File: config.mk
export PLATFORM = sky130hd
export DESIGN_NAME = adc_sar_control
export DESIGN_NICKNAME = d
export VERILOG_FILES = /design/src/common/adc_sar_pkg.sv /design/src/core/adc_sar_control.sv
export SDC_FILE = /design/constraint.sdc
export NUM_CORES = 1
export LEC_CHECK = 0
export BUFFER_PORTS_ARGS = -buffer_cell sky130_fd_sc_hd__buf_4
export CORE_MARGIN = 2
export CORE_UTILIZATION = 57
export DETAILED_ROUTE_END_ITERATION = 8
export GPL_ROUTABILITY_DRIVEN = 0
export PLACE_DENSITY_LB_ADDON = 0.25
export SLEW_MARGIN = 20
export SYNTH_ARGS = -nofsm -noshare
export SYNTH_HDL_FRONTEND = slang
export SYNTH_SLANG_ARGS = --single-unit
File: constraint.sdc
create_clock -name clk_i -period 2.4 [get_ports clk_i]
set_clock_uncertainty 0.05 [all_clocks]
set_input_delay 0.24 -clock clk_i [delete_from_list [all_inputs] [get_ports clk_i]]
set_output_delay 0.24 -clock clk_i [all_outputs]
set_load 0.02 [all_outputs]
File: src/common/adc_sar_pkg.sv
package adc_sar_pkg;

  // conversion clock select codes (3-bit field)
  localparam logic [2:0] CLKSEL_DIV2 = 3'h0;
  localparam logic [2:0] CLKSEL_DIV4 = 3'h4;
  localparam logic [2:0] CLKSEL_DIV8 = 3'h1;
  localparam logic [2:0] CLKSEL_DIV16 = 3'h5;
  localparam logic [2:0] CLKSEL_DIV32 = 3'h2;
  localparam logic [2:0] CLKSEL_DIV64 = 3'h6;
  // low two bits both set selects the dedicated rc clock, bit 2 ignored
  localparam logic [1:0] CLKSEL_RC_LOW = 2'h3;

  // reference select codes (2-bit field); 0x picks the supply
  localparam logic [1:0] REFSEL_EXTERNAL = 2'h2;
  localparam logic [1:0] REFSEL_FIXED = 2'h3;
  // routed positive reference, one-hot toward the analog switch
  localparam logic [2:0] REF_ROUTE_SUPPLY = 3'h1;
  localparam logic [2:0] REF_ROUTE_EXTERNAL = 3'h2;
  localparam logic [2:0] REF_ROUTE_FIXED = 3'h4;

  // bit-period sequencing
  localparam int RESULT_WIDTH = 8;
  localparam logic [3:0] BIT_PERIODS_PER_CONVERSION = 4'hA;
  localparam logic [3:0] FIRST_BIT_PERIOD = 4'h1;
  localparam logic [3:0] LAST_BIT_PERIOD = 4'h8;
  localparam logic [7:0] FIRST_TRIAL_CODE = 8'h80;

  // reset values
  localparam logic [7:0] RESULT_RESET = 8'h00;
  localparam logic [3:0] CHANNEL_RESET = 4'h0;

  // timing: system clock and rc bit-period window
  localparam int CLK_PERIOD_NS = 10;
  localparam int RC_BIT_PERIOD_MIN_NS = 1000;
  localparam int RC_BIT_PERIOD_TYP_NS = 1600;
  localparam int RC_BIT_PERIOD_MAX_NS = 6000;
  localparam logic [9:0] RC_MIN_CYCLES =
    10'((RC_BIT_PERIOD_MIN_NS + CLK_PERIOD_NS - 1) / CLK_PERIOD_NS);
  localparam logic [9:0] RC_MAX_CYCLES = 10'(RC_BIT_PERIOD_MAX_NS / CLK_PERIOD_NS);

endpackage : adc_sar_pkg

File: src/core/adc_sar_control.sv
`timescale 1ns/10ps
// How it works
// - successive approximation gives 8-bit stored result
// - completion interrupt, can wake core from sleep
// - channel select steers the analog multiplexer
// - reference select routes supply, external or fixed
// - negative reference is always ground, unselectable
// - 3-bit clock select: six dividers or rc
// - one bit per period 1..8, ten periods per conversion
// - divided sources track system clock; rc independent
// - rc bit period lies between 1.0 and 6.0 us
// - go bit starts conversion, hardware clears it
// - completion clears go, sets flag, loads result
// - early go clear stores partial, fills last bit
// - sleep with divided clock aborts, powers off
module adc_sar_control (
  input wire logic clk_i,
  input wire logic reset_n_i,
  input wire logic converter_enable_i, // software enable bit
  input wire logic go_set_i, // software writes one to go
  input wire logic go_clear_i, // software writes zero to go
  input wire logic [3:0] channel_select_i,
  input wire logic [1:0] reference_select_i,
  input wire logic [2:0] conversion_clock_select_i,
  input wire logic interrupt_enable_i,
  input wire logic done_flag_clear_i, // software clears the done flag
  input wire logic sleep_i, // core is in sleep
  input wire logic rc_clk_i, // dedicated rc oscillator, asynchronous
  input wire logic comparator_i, // analog comparator, asynchronous
  output logic go_o,
  output logic [7:0] conversion_result_o,
  output logic conversion_done_flag_o,
  output logic interrupt_request_o,
  output logic wake_o,
  output logic [3:0] mux_select_o,
  output logic [2:0] reference_route_o,
  output logic sample_hold_o, // high while the input is held
  output logic [7:0] dac_code_o, // trial code for the comparator
  output logic converter_powered_o,
  output logic rc_period_fault_o
);

  typedef enum logic [1:0] {
    IDLE = 2'b01,
    CONVERT = 2'b10
  } conv_state_e;

  // first decision period, local copy so the functions below can see it
  localparam logic [3:0] FIRST_BIT_PERIOD_L = adc_sar_pkg::FIRST_BIT_PERIOD;

  ////////////////////////////////////////////////////////////////////////////
  // functions

  // divider ratio minus one for a system-clock source
  function automatic logic [5:0] div_last(input logic [2:0] sel);
    logic [5:0] base;
    base = 6'h01;
    case (sel[1:0])
      2'h0: base = 6'h01;
      2'h1: base = 6'h07;
      2'h2: base = 6'h1F;
      default: base = 6'h01;
    endcase
    // bit 2 doubles the ratio (2->4, 8->16, 32->64)
    div_last = sel[2] ? 6'({base, 1'b1}) : base;
  endfunction : div_last

  // early-terminated result: unconverted bits copy the last decided bit
  function automatic logic [7:0] partial_fill(input logic [7:0] sar, input logic [3:0] period,
                                              input logic last);
    logic [7:0] res;
    res = 8'h00;
    for (int i = 0; i < 8; i++) begin
      // bit i was decided when period > 8 - i
      if (period > 4'(8 - i)) begin
        res[i] = sar[i];
      end else if (period > FIRST_BIT_PERIOD_L) begin
        res[i] = last;
      end
    end
    partial_fill = res;
  endfunction : partial_fill

  ////////////////////////////////////////////////////////////////////////////
  // input synchronisers

  logic [2:0] rc_sync_q; // rc clock, three stages
  logic [2:0] cmp_sync_q; // comparator, three stages
  logic rc_level_q; // filtered rc level
  logic cmp_level_q; // filtered comparator level

  // stage 0 feeds only stage 1; a level counts once stages 1 and 2 agree
  always_ff @(posedge clk_i or negedge reset_n_i) begin
    if (!reset_n_i) begin
      rc_sync_q <= 3'h0;
      cmp_sync_q <= 3'h0;
      rc_level_q <= 1'b0;
      cmp_level_q <= 1'b0;
    end else begin
      rc_sync_q <= {rc_sync_q[1:0], rc_clk_i};
      cmp_sync_q <= {cmp_sync_q[1:0], comparator_i};
      if (rc_sync_q[1] == rc_sync_q[2]) begin
        rc_level_q <= rc_sync_q[2];
      end
      if (cmp_sync_q[1] == cmp_sync_q[2]) begin
        cmp_level_q <= cmp_sync_q[2];
      end
    end
  end

  ////////////////////////////////////////////////////////////////////////////
  // conversion clock

  conv_state_e state_q;
  logic [5:0] div_cnt_q; // system clock divider
  logic rc_prev_q;
  logic rc_edge; // one cycle per rc rising edge
  logic rc_selected;
  logic tick; // end of one bit period
  logic start; // conversion begins this cycle
  logic sleep_abort;
  logic early_stop;
  logic [3:0] period_q; // bit period in progress, 0..9
  logic finish; // last bit period ends

  assign rc_selected = conversion_clock_select_i[1:0] == adc_sar_pkg::CLKSEL_RC_LOW;
  assign rc_edge = rc_level_q && !rc_prev_q;
  // divided sources count system clocks, so they track its rate; rc does not
  assign tick = (state_q == CONVERT) &&
                (rc_selected ? rc_edge
                             : div_cnt_q == div_last(conversion_clock_select_i));

  // divider restarts at start so the first bit period is full length
  always_ff @(posedge clk_i or negedge reset_n_i) begin
    if (!reset_n_i) begin
      div_cnt_q <= 6'h00;
      rc_prev_q <= 1'b0;
    end else begin
      rc_prev_q <= rc_level_q;
      if (start || state_q != CONVERT || tick) begin
        div_cnt_q <= 6'h00;
      end else begin
        div_cnt_q <= div_cnt_q + 6'h01;
      end
    end
  end

  // rc period monitor: rc edges spaced outside the legal bit-period window
  logic [9:0] rc_gap_q;
  always_ff @(posedge clk_i or negedge reset_n_i) begin
    if (!reset_n_i) begin
      rc_gap_q <= 10'h000;
      rc_period_fault_o <= 1'b0;
    end else if (!(rc_selected && state_q == CONVERT)) begin
      rc_gap_q <= 10'h000;
    end else if (rc_edge) begin
      rc_gap_q <= 10'h000;
      // first edge after start has no reference point
      if (period_q != 4'h0 && rc_gap_q < adc_sar_pkg::RC_MIN_CYCLES) begin
        rc_period_fault_o <= 1'b1;
      end
    end else if (rc_gap_q == adc_sar_pkg::RC_MAX_CYCLES) begin
      rc_period_fault_o <= 1'b1;
    end else begin
      rc_gap_q <= rc_gap_q + 10'h001;
    end
  end

  ////////////////////////////////////////////////////////////////////////////
  // sequencing

  logic power_off_q; // converter shut by sleep, enable bit untouched
  logic [7:0] sar_q; // decided bits plus current trial bit
  logic last_bit_q; // most recently decided bit
  logic keep_bit;
  logic [7:0] trial_mask;
  logic [7:0] final_result;

  assign start = go_set_i && converter_enable_i && !power_off_q && state_q == IDLE;
  // sleep stops a conversion clocked from the system clock
  assign sleep_abort = sleep_i && !rc_selected && state_q == CONVERT;
  assign finish = tick && period_q == adc_sar_pkg::BIT_PERIODS_PER_CONVERSION - 4'h1;
  assign early_stop = go_clear_i && state_q == CONVERT && !finish && !sleep_abort;
  assign keep_bit = cmp_level_q; // comparator high: input at or above trial
  assign trial_mask = 8'h80 >> (period_q - FIRST_BIT_PERIOD_L);
  assign final_result = sar_q;

  // state and bit-period counter
  always_ff @(posedge clk_i or negedge reset_n_i) begin
    if (!reset_n_i) begin
      state_q <= IDLE;
      period_q <= 4'h0;
    end else begin
      case (state_q)
        IDLE: begin
          period_q <= 4'h0;
          if (start) begin
            state_q <= CONVERT;
          end
        end
        CONVERT: begin
          if (finish || early_stop || sleep_abort || !converter_enable_i) begin
            state_q <= IDLE;
          end else if (tick) begin
            period_q <= period_q + 4'h1;
          end
        end
        default: state_q <= IDLE;
      endcase
    end
  end

  // approximation register: one bit decided per bit period 1..8
  always_ff @(posedge clk_i or negedge reset_n_i) begin
    if (!reset_n_i) begin
      sar_q <= adc_sar_pkg::RESULT_RESET;
      last_bit_q <= 1'b0;
    end else if (start) begin
      sar_q <= 8'h00;
    end else if (tick && period_q == 4'h0) begin
      sar_q <= adc_sar_pkg::FIRST_TRIAL_CODE;
    end else if (tick && period_q >= FIRST_BIT_PERIOD_L &&
                 period_q <= adc_sar_pkg::LAST_BIT_PERIOD) begin
      last_bit_q <= keep_bit;
      // drop the trial bit if too high, then try the next lower one
      sar_q <= (keep_bit ? sar_q : (sar_q & ~trial_mask)) | (trial_mask >> 1);
    end
  end

  // go bit: hardware clears at the end, software may clear early
  always_ff @(posedge clk_i or negedge reset_n_i) begin
    if (!reset_n_i) begin
      go_o <= 1'b0;
    end else if (start) begin
      go_o <= 1'b1;
    end else if (finish || go_clear_i || sleep_abort || !converter_enable_i) begin
      go_o <= 1'b0;
    end
  end

  // result register
  always_ff @(posedge clk_i or negedge reset_n_i) begin
    if (!reset_n_i) begin
      conversion_result_o <= adc_sar_pkg::RESULT_RESET;
    end else if (finish && !sleep_abort) begin
      conversion_result_o <= final_result;
    end else if (early_stop) begin
      conversion_result_o <= partial_fill(sar_q, period_q, last_bit_q);
    end
  end

  // done flag: a completion in the clearing cycle wins
  always_ff @(posedge clk_i or negedge reset_n_i) begin
    if (!reset_n_i) begin
      conversion_done_flag_o <= 1'b0;
    end else if (finish && !sleep_abort) begin
      conversion_done_flag_o <= 1'b1;
    end else if (done_flag_clear_i) begin
      conversion_done_flag_o <= 1'b0;
    end
  end

  // power-off under sleep; cleared on wake
  always_ff @(posedge clk_i or negedge reset_n_i) begin
    if (!reset_n_i) begin
      power_off_q <= 1'b0;
    end else if (!sleep_i) begin
      power_off_q <= 1'b0;
    end else if (sleep_abort) begin
      power_off_q <= 1'b1;
    end else if (finish && !interrupt_enable_i) begin
      power_off_q <= 1'b1; // sleep conversion done with no wake
    end
  end

  ////////////////////////////////////////////////////////////////////////////
  // analog-side controls

  // mux and reference registered so the analog switches change cleanly;
  // the acquisition wait after a channel change is software's job
  always_ff @(posedge clk_i or negedge reset_n_i) begin
    if (!reset_n_i) begin
      mux_select_o <= adc_sar_pkg::CHANNEL_RESET;
      reference_route_o <= adc_sar_pkg::REF_ROUTE_SUPPLY;
      sample_hold_o <= 1'b0;
      dac_code_o <= 8'h00;
    end else begin
      mux_select_o <= channel_select_i;
      // negative reference is hard-wired to ground, nothing to route
      case (reference_select_i)
        adc_sar_pkg::REFSEL_EXTERNAL: reference_route_o <= adc_sar_pkg::REF_ROUTE_EXTERNAL;
        adc_sar_pkg::REFSEL_FIXED: reference_route_o <= adc_sar_pkg::REF_ROUTE_FIXED;
        default: reference_route_o <= adc_sar_pkg::REF_ROUTE_SUPPLY;
      endcase
      sample_hold_o <= state_q == CONVERT && !finish && !early_stop && !sleep_abort;
      dac_code_o <= sar_q;
    end
  end

  assign converter_powered_o = converter_enable_i && !power_off_q;
  assign interrupt_request_o = conversion_done_flag_o && interrupt_enable_i;
  assign wake_o = interrupt_request_o && sleep_i;

  ////////////////////////////////////////////////////////////////////////////
  // checks

  logic [4:0] tick_count_q; // bit periods seen in this conversion
  always_ff @(posedge clk_i or negedge reset_n_i) begin
    if (!reset_n_i) begin
      tick_count_q <= 5'h00;
    end else if (start) begin
      tick_count_q <= 5'h00;
    end else if (tick && tick_count_q != 5'h1F) begin
      tick_count_q <= tick_count_q + 5'h01;
    end
  end
endmodule : adc_sar_control

Word level (Yosys, flattened, before mapping)
Index checks and enable logic that the tools add are counted.

Register bits after elaboration: 68. Output and inout port bits: 30. Latch bits: 0. ROM bits: 0. Bits of input ports: 19. RAM bits: 0. Memories kept: 0.

Bitwise gates (word level): 5. Multipliers: 0. Shift operators: 1. Equal/unequal tests: 20. Add/sub/neg operators: 4. Mux-type cells: 39. Magnitude comparators: 11. Reduce and logical (&&, ||, !) cells: 52. Div/mod/pow operators: 0.

Operators with widths (count): $mux W8 (6); $mux W10 (3); $logic_and A1 B1 Y1 (24); $mux W1 (20); $gt A4 B3 Y1 const B (4); $mux W6 (2); $add A10 B1 Y10 const B (1); $eq A10 B10 Y1 const B (1); $eq A2 B2 Y1 const B (5); $lt A10 B7 Y1 const B (1); $pmux W5 S2 (1); $reduce_bool A2 Y1 (5); $reduce_and A3 Y1 (3); $and A8 B8 Y8 (1); $gt A4 B2 Y1 const B (2); $logic_not A1 Y1 (8); $logic_or A1 B1 Y1 (8); $mux W4 (2); $ne A2 B2 Y1 const B (4); $not A8 Y8 (1); $or A8 B7 Y8 (1); $pmux W4 S2 (1); $shr A8 B4 Y8 const A (1); $add A6 B1 Y6 const B (1); 21 further kinds (26).

Logic depth before layout (Yosys ltp)
Word-level depth: 15. Depth in mapped cells: 9. Mapped depth without buffers: 8.

Worst setup path before layout
Ideal clock, no wire load.

Path type: register to register. From: register period_q[0]. To: register sar_q[6], in the netlist final_result[6]. Slack: 359 ps. Cell stages (with the launch flop): 9. Arrival: 1909 ps. Library setup time: 82 ps. Required time: 2268 ps. Clock period less this slack: 2041 ps. Cells stage by stage: dfrtp_1 inv_1 ha_1 clkbuf_1 a221oi_1 o21ai_0 a211oi_1 nand2b_1 o22ai_1.

Word-level cells in the longest chain between the ends: 9. Elaborated cells between the ends (all ways): 16.

Ends and longest elaborated chain: from (decl) (line adc_sar_control.sv:123) `logic [3:0] period_q;`; from (signal assigned) (line adc_sar_control.sv:205) `period_q <= period_q + 4'h1;`; $sub A4 B1 Y4 (line adc_sar_control.sv:185) `assign trial_mask = 8'h80 >> (period_q - FIRST_BIT_PERIOD_L);`; $shr A8 B4 Y8 (line adc_sar_control.sv:185); $not A8 Y8 (line adc_sar_control.sv:226) `sar_q <= (keep_bit ? sar_q : (sar_q & ~trial_mask)) | (trial_mask >> 1);`; $and A8 B8 Y8 (line adc_sar_control.sv:226); $mux W8 (line adc_sar_control.sv:226); $or A8 B7 Y8 (line adc_sar_control.sv:226); $mux W8 (line adc_sar_control.sv:222) `end else if (tick && period_q >= FIRST_BIT_PERIOD_L &&`; $mux W8 (line adc_sar_control.sv:220) `end else if (tick && period_q == 4'h0) begin`; $mux W8 (line adc_sar_control.sv:218) `end else if (start) begin`; to (signal assigned) (line adc_sar_control.sv:216) `sar_q <= adc_sar_pkg::RESULT_RESET;`; to (signal assigned) (line adc_sar_control.sv:221) `sar_q <= adc_sar_pkg::FIRST_TRIAL_CODE;`; to (signal assigned) (line adc_sar_control.sv:226); to (decl) (line adc_sar_control.sv:173) `logic [7:0] sar_q;`.

Several ways; a longest one is shown, not always the timed one. The select of a mux whose other input is x is not followed. A chain may end at the register's enable or synchronous reset.

Worst setup path in the final report
From: register div_cnt_q[4]. To: register period_q[2].

Word-level cells in the longest chain between the ends: 12. Elaborated cells between the ends (all ways): 13.

Ends and longest elaborated chain: from (decl) (line adc_sar_control.sv:115) `logic [5:0] div_cnt_q;`; from (signal assigned) (line adc_sar_control.sv:143) `div_cnt_q <= div_cnt_q + 6'h01;`; $eq A6 B6 Y1 (*) (line adc_sar_control.sv:131) `: div_cnt_q == div_last(conversion_clock_select_i));`; $mux W1 (*) (line adc_sar_control.sv:130) `(rc_selected ? rc_edge`; $logic_and A1 B1 Y1 (*) (line adc_sar_control.sv:129) `assign tick = (state_q == CONVERT) &&`; $logic_and A1 B1 Y1 (line adc_sar_control.sv:182) `assign finish = tick && period_q == adc_sar_pkg::BIT_PERIODS_PER_CONVERSION - 4'h1;`; $logic_not A1 Y1 (line adc_sar_control.sv:183) `assign early_stop = go_clear_i && state_q == CONVERT && !finish && !sleep_abort;`; $logic_and A1 B1 Y1 (2 in series) (line adc_sar_control.sv:183); $logic_or A1 B1 Y1 (3 in series) (line adc_sar_control.sv:202) `if (finish || early_stop || sleep_abort || !converter_enable_i) begin`; $ne A2 B2 Y1 (no line); $reduce_and A3 Y1 (no line) (*).

Every way passes the cells marked *; elsewhere a longest branch is shown, timed or not.

==> flow_summary.ini <==
[status]
outcome = finished clean

[floorplanning]
start_util_pct = 59.6
fp.dieArea_um2 = 6420
die_w_um = 80.1
die-height_um = 80.1
boundaryPins = 49
fp.coreArea_um2 = 5540
row_count = 27

[sta]
fmax_ghz = 0.462
fin_setup_tns_ns = 0
fin_worst_hold_slack_ns = 0.0317
final_hold_viol_count = 0
final_min_period_over_clock_period_pct = 90.2
drv_slew = 0
finalSetupViolCount = 0
post-route-min-period_ns = 2.17
maxSlewHeadroom_pct = 45.4
worst-slew-pin-transition_ns = 0.820
setup_slack_ns = 0.235
rsz_0062_raised_after_global_routing = no

[setup_path]
timing.critical_path.required_ns = 2.59
worstSetupStartpointType = register
worstSetupPathType = register to register
timing.critical_path.slowest_cell_delay_ns = 0.56
r2r_end = period_q[2]
reg2regPathDepth = 6
critical_path.cell_chain = or2_2 > o21ai_1 > nand4b_4 > o21ai_0 > a21oi_1 > a211o_1
r2r_setup_slack_ns = 0.23
worstSetupEndpointType = register
critical_path_arrival_ns = 2.35
startpoint_of_the_worst_register_to_register_path = div_cnt_q[4]
critical_path_peak_fanout = 6
critical_path.slowest_cell = o21ai_0

[drt]
route.antenna.remaining_nets = 0
post_drt_wl_per_cell_um = 14.9
remaining_routing_drc_violations = 0
postRouteWirelength_um = 6950
drt_pass1_iterations = 4
first_iteration_detailed_routing_drc_count = 208
routed-via-count = 2645
detail_route.vias_per_cell = 5.69

[yosys]
number_of_synthesized_flops_with_an_enable_pin = 0
postSynthNetCount = 352
synthesis.area_um2 = 3300
synthesis_warnings = 0
synth_sequential_area_ratio_pct = 51.6
synth_compound_area_share_pct = 13.3
xor_and_xnor_area_share_after_synthesis_pct = 4.24
synth_top_family_by_area = simple AND/OR/NAND/NOR gates
synth_async_sr_flop_share_pct = 100
syn-instance-count = 321
synthAdderAreaFrac_pct = 5.15
average_size_of_a_mapped_cell_um2 = 10.3
library_cells_used_by_synthesis = 54
postSynth.topFlopCell = dfrtp_1
yosys.area_share.simple_pct = 19.6
post_synth_mux_area_share_pct = 3.03
ys_ff_latch = 68

[grt]
first_pass_grt_wire_length_um = 11600
globalRouteTotalUtil_pct = 23.8
overflow = 0
maximum_number_of_pins_on_one_net_before_global_route_repair = 69
antenna_found_initial = 0
via_count_of_the_first_global_routing_pass = 2548

[clock_tree]
cts-htree-levels = 3
cts-root-buf = clkbuf_8
worstSkewPairLatency_ns = 0.35
cts_sinks = 68
post_cts_setup_buffers = 0
cts.clk_slew.worst_paths_ns = 0.07
clock_path_buffers = 2
tritoncts.num_buffers = 9
clock_tree_from_tritoncts = done

[layout]
fillerInstances = 410
final_cell_utilization_of_the_core_pct = 73.9
final-instance-count-excl-fill = 465
layout.cells.most_common = dfrtp_1
final_nets = 419
antenna_cells_inserted = 0
final_cell_area_um2 = 4090
post_route_cells_drive_above_1_share_pct = 23.2
mostFrequentLayoutCells = dfrtp_1, buf_4, nor2_1
synthToLayoutAreaGrowth_pct = 24.0

[pwr]
p_leak_nw = 1.88
powerDensity_nw_per_um2 = 593
report.power.total_mw = 2.43
vdd.ir_drop.worst_uv = 569

[worst_hold_path]
hold_path_depth = 2
timing.hold.worst_endpoint = conversion_done_flag_o
hp-start = done_flag_clear_i
worstHoldPathType = primary input to register

[placed_design]
dpl-instance-area_um2 = 3780
buffer_ports.inserted = 48
place.detailed.hpwl_um = 4990
detailedPlace.worstSlack_ns = 0.0813
placed_cells = 440

[job]
max_cap_violations = 0
## cell usage after synthesis (2+ instances only)
cell | instances | share of area (%)
a211oi_1 | 3 | 0.68
o22ai_1 | 7 | 1.3
nor3_1 | 7 | 1.1
dfstp_2 | 2 | 1.6
ha_1 | 12 | 4.5
o21ai_0 | 12 | 1.8
nand4_1 | 3 | 0.57
o31a_1 | 2 | 0.53
xnor2_1 | 8 | 2.1
o211ai_1 | 8 | 1.8
nand3b_1 | 2 | 0.45
inv_1 | 13 | 1.5
nor2b_1 | 6 | 1.1
mux2_2 | 8 | 2.7
dfrtp_1 | 66 | 50
xor2_1 | 8 | 2.1
o32ai_1 | 2 | 0.53
nor2_1 | 30 | 3.4
nand3_1 | 13 | 2.0
buf_2 | 2 | 0.30
and3_1 | 6 | 1.1
or2_2 | 2 | 0.38
o41ai_1 | 2 | 0.53
nor4_1 | 9 | 1.7
a21o_1 | 2 | 0.45
o22a_1 | 2 | 0.53
maj3_1 | 2 | 0.61
a21oi_1 | 7 | 1.1
and2_1 | 4 | 0.76
nand2b_1 | 8 | 1.5
clkbuf_1 | 9 | 1.0
o31ai_1 | 3 | 0.68
nand2_1 | 29 | 3.3
or4_1 | 2 | 0.45
## power breakdown
part           total [mW]  internal [mW]  switching (mW)
logic               0.200         0.0901           0.109
registers            1.20           1.18          0.0200
clock network        1.03          0.608           0.420
## final cells by class
type | instances | area, um^2 | share of cell area (%)
clock buffer | 11 | 141 | 3.45
clock inverter | 5 | 75.1 | 1.83
inverter | 13 | 48.8 | 1.19
multi-input combinational | 228 | 1500 | 36.7
sequential | 68 | 1700 | 41.6
tap | 72 | 90.1 | 2.20
timing repair buffer | 68 | 533 | 13.0
## per-layer routing
layer | track usage [%] | part of all wire [%]
met2 | 38.4 | 50
met3 | 4.61 | 6.9
met1 | 30.9 | 42
met4 | 11.5 | 1.3
met5 | 0 | 0
## state kept, by name (all words and copies together), names as in the netlist
name,cells
cmp_level_q,1
cmp_sync_q,3
conversion_done_flag_o,1
conversion_result_o,8
dac_code_o,8
div_cnt_q,6
final_result,8
go_o,1
last_bit_q,1
mux_select_o,4
period_q,4
power_off_q,1
rc_gap_q,10
rc_level_q,1
rc_period_fault_o,1
rc_prev_q,1
rc_sync_q,3
reference_route_o,3
sample_hold_o,1
state_q,2
## worst max-delay path by stage
stage,start,to,slack (ns)
floorplan,period_q[0],final_result[6],0.36
global placement,conversion_clock_select_i[0],period_q[0],0.15
detailed placement,conversion_clock_select_i[0],period_q[0],0.08
CTS,period_q[1],period_q[1],0.23
global route,period_q[1],final_result[3],0.1
finish,div_cnt_q[4],period_q[2],0.23
## critical path, delay by kind of cell (launching register included)
family             cells  cell delay, ns
AOI/OAI and AO/OA      4            1.13
DFF                    1            0.42
and+or+nand+nor        2            0.46
## cell families (layout without fill, tap and decap cells)
kind of cell,after synthesis,after routing
and+or+nand+nor,126,126
AOI/OAI and AO/OA,63,63
adders and majority gates,14,14
DFF,68,68
muxes,9,9
buffers and inverters,25,97
xor gates and xnor gates,16,16
## repair_timing
action,in CTS,in global routing
hold buffers,9,0
resized for setup,0,1
hold endpoints to repair,74,0
endpoints found under the setup margin,0,1
Note: power is estimated with default switching activity, not from simulation.
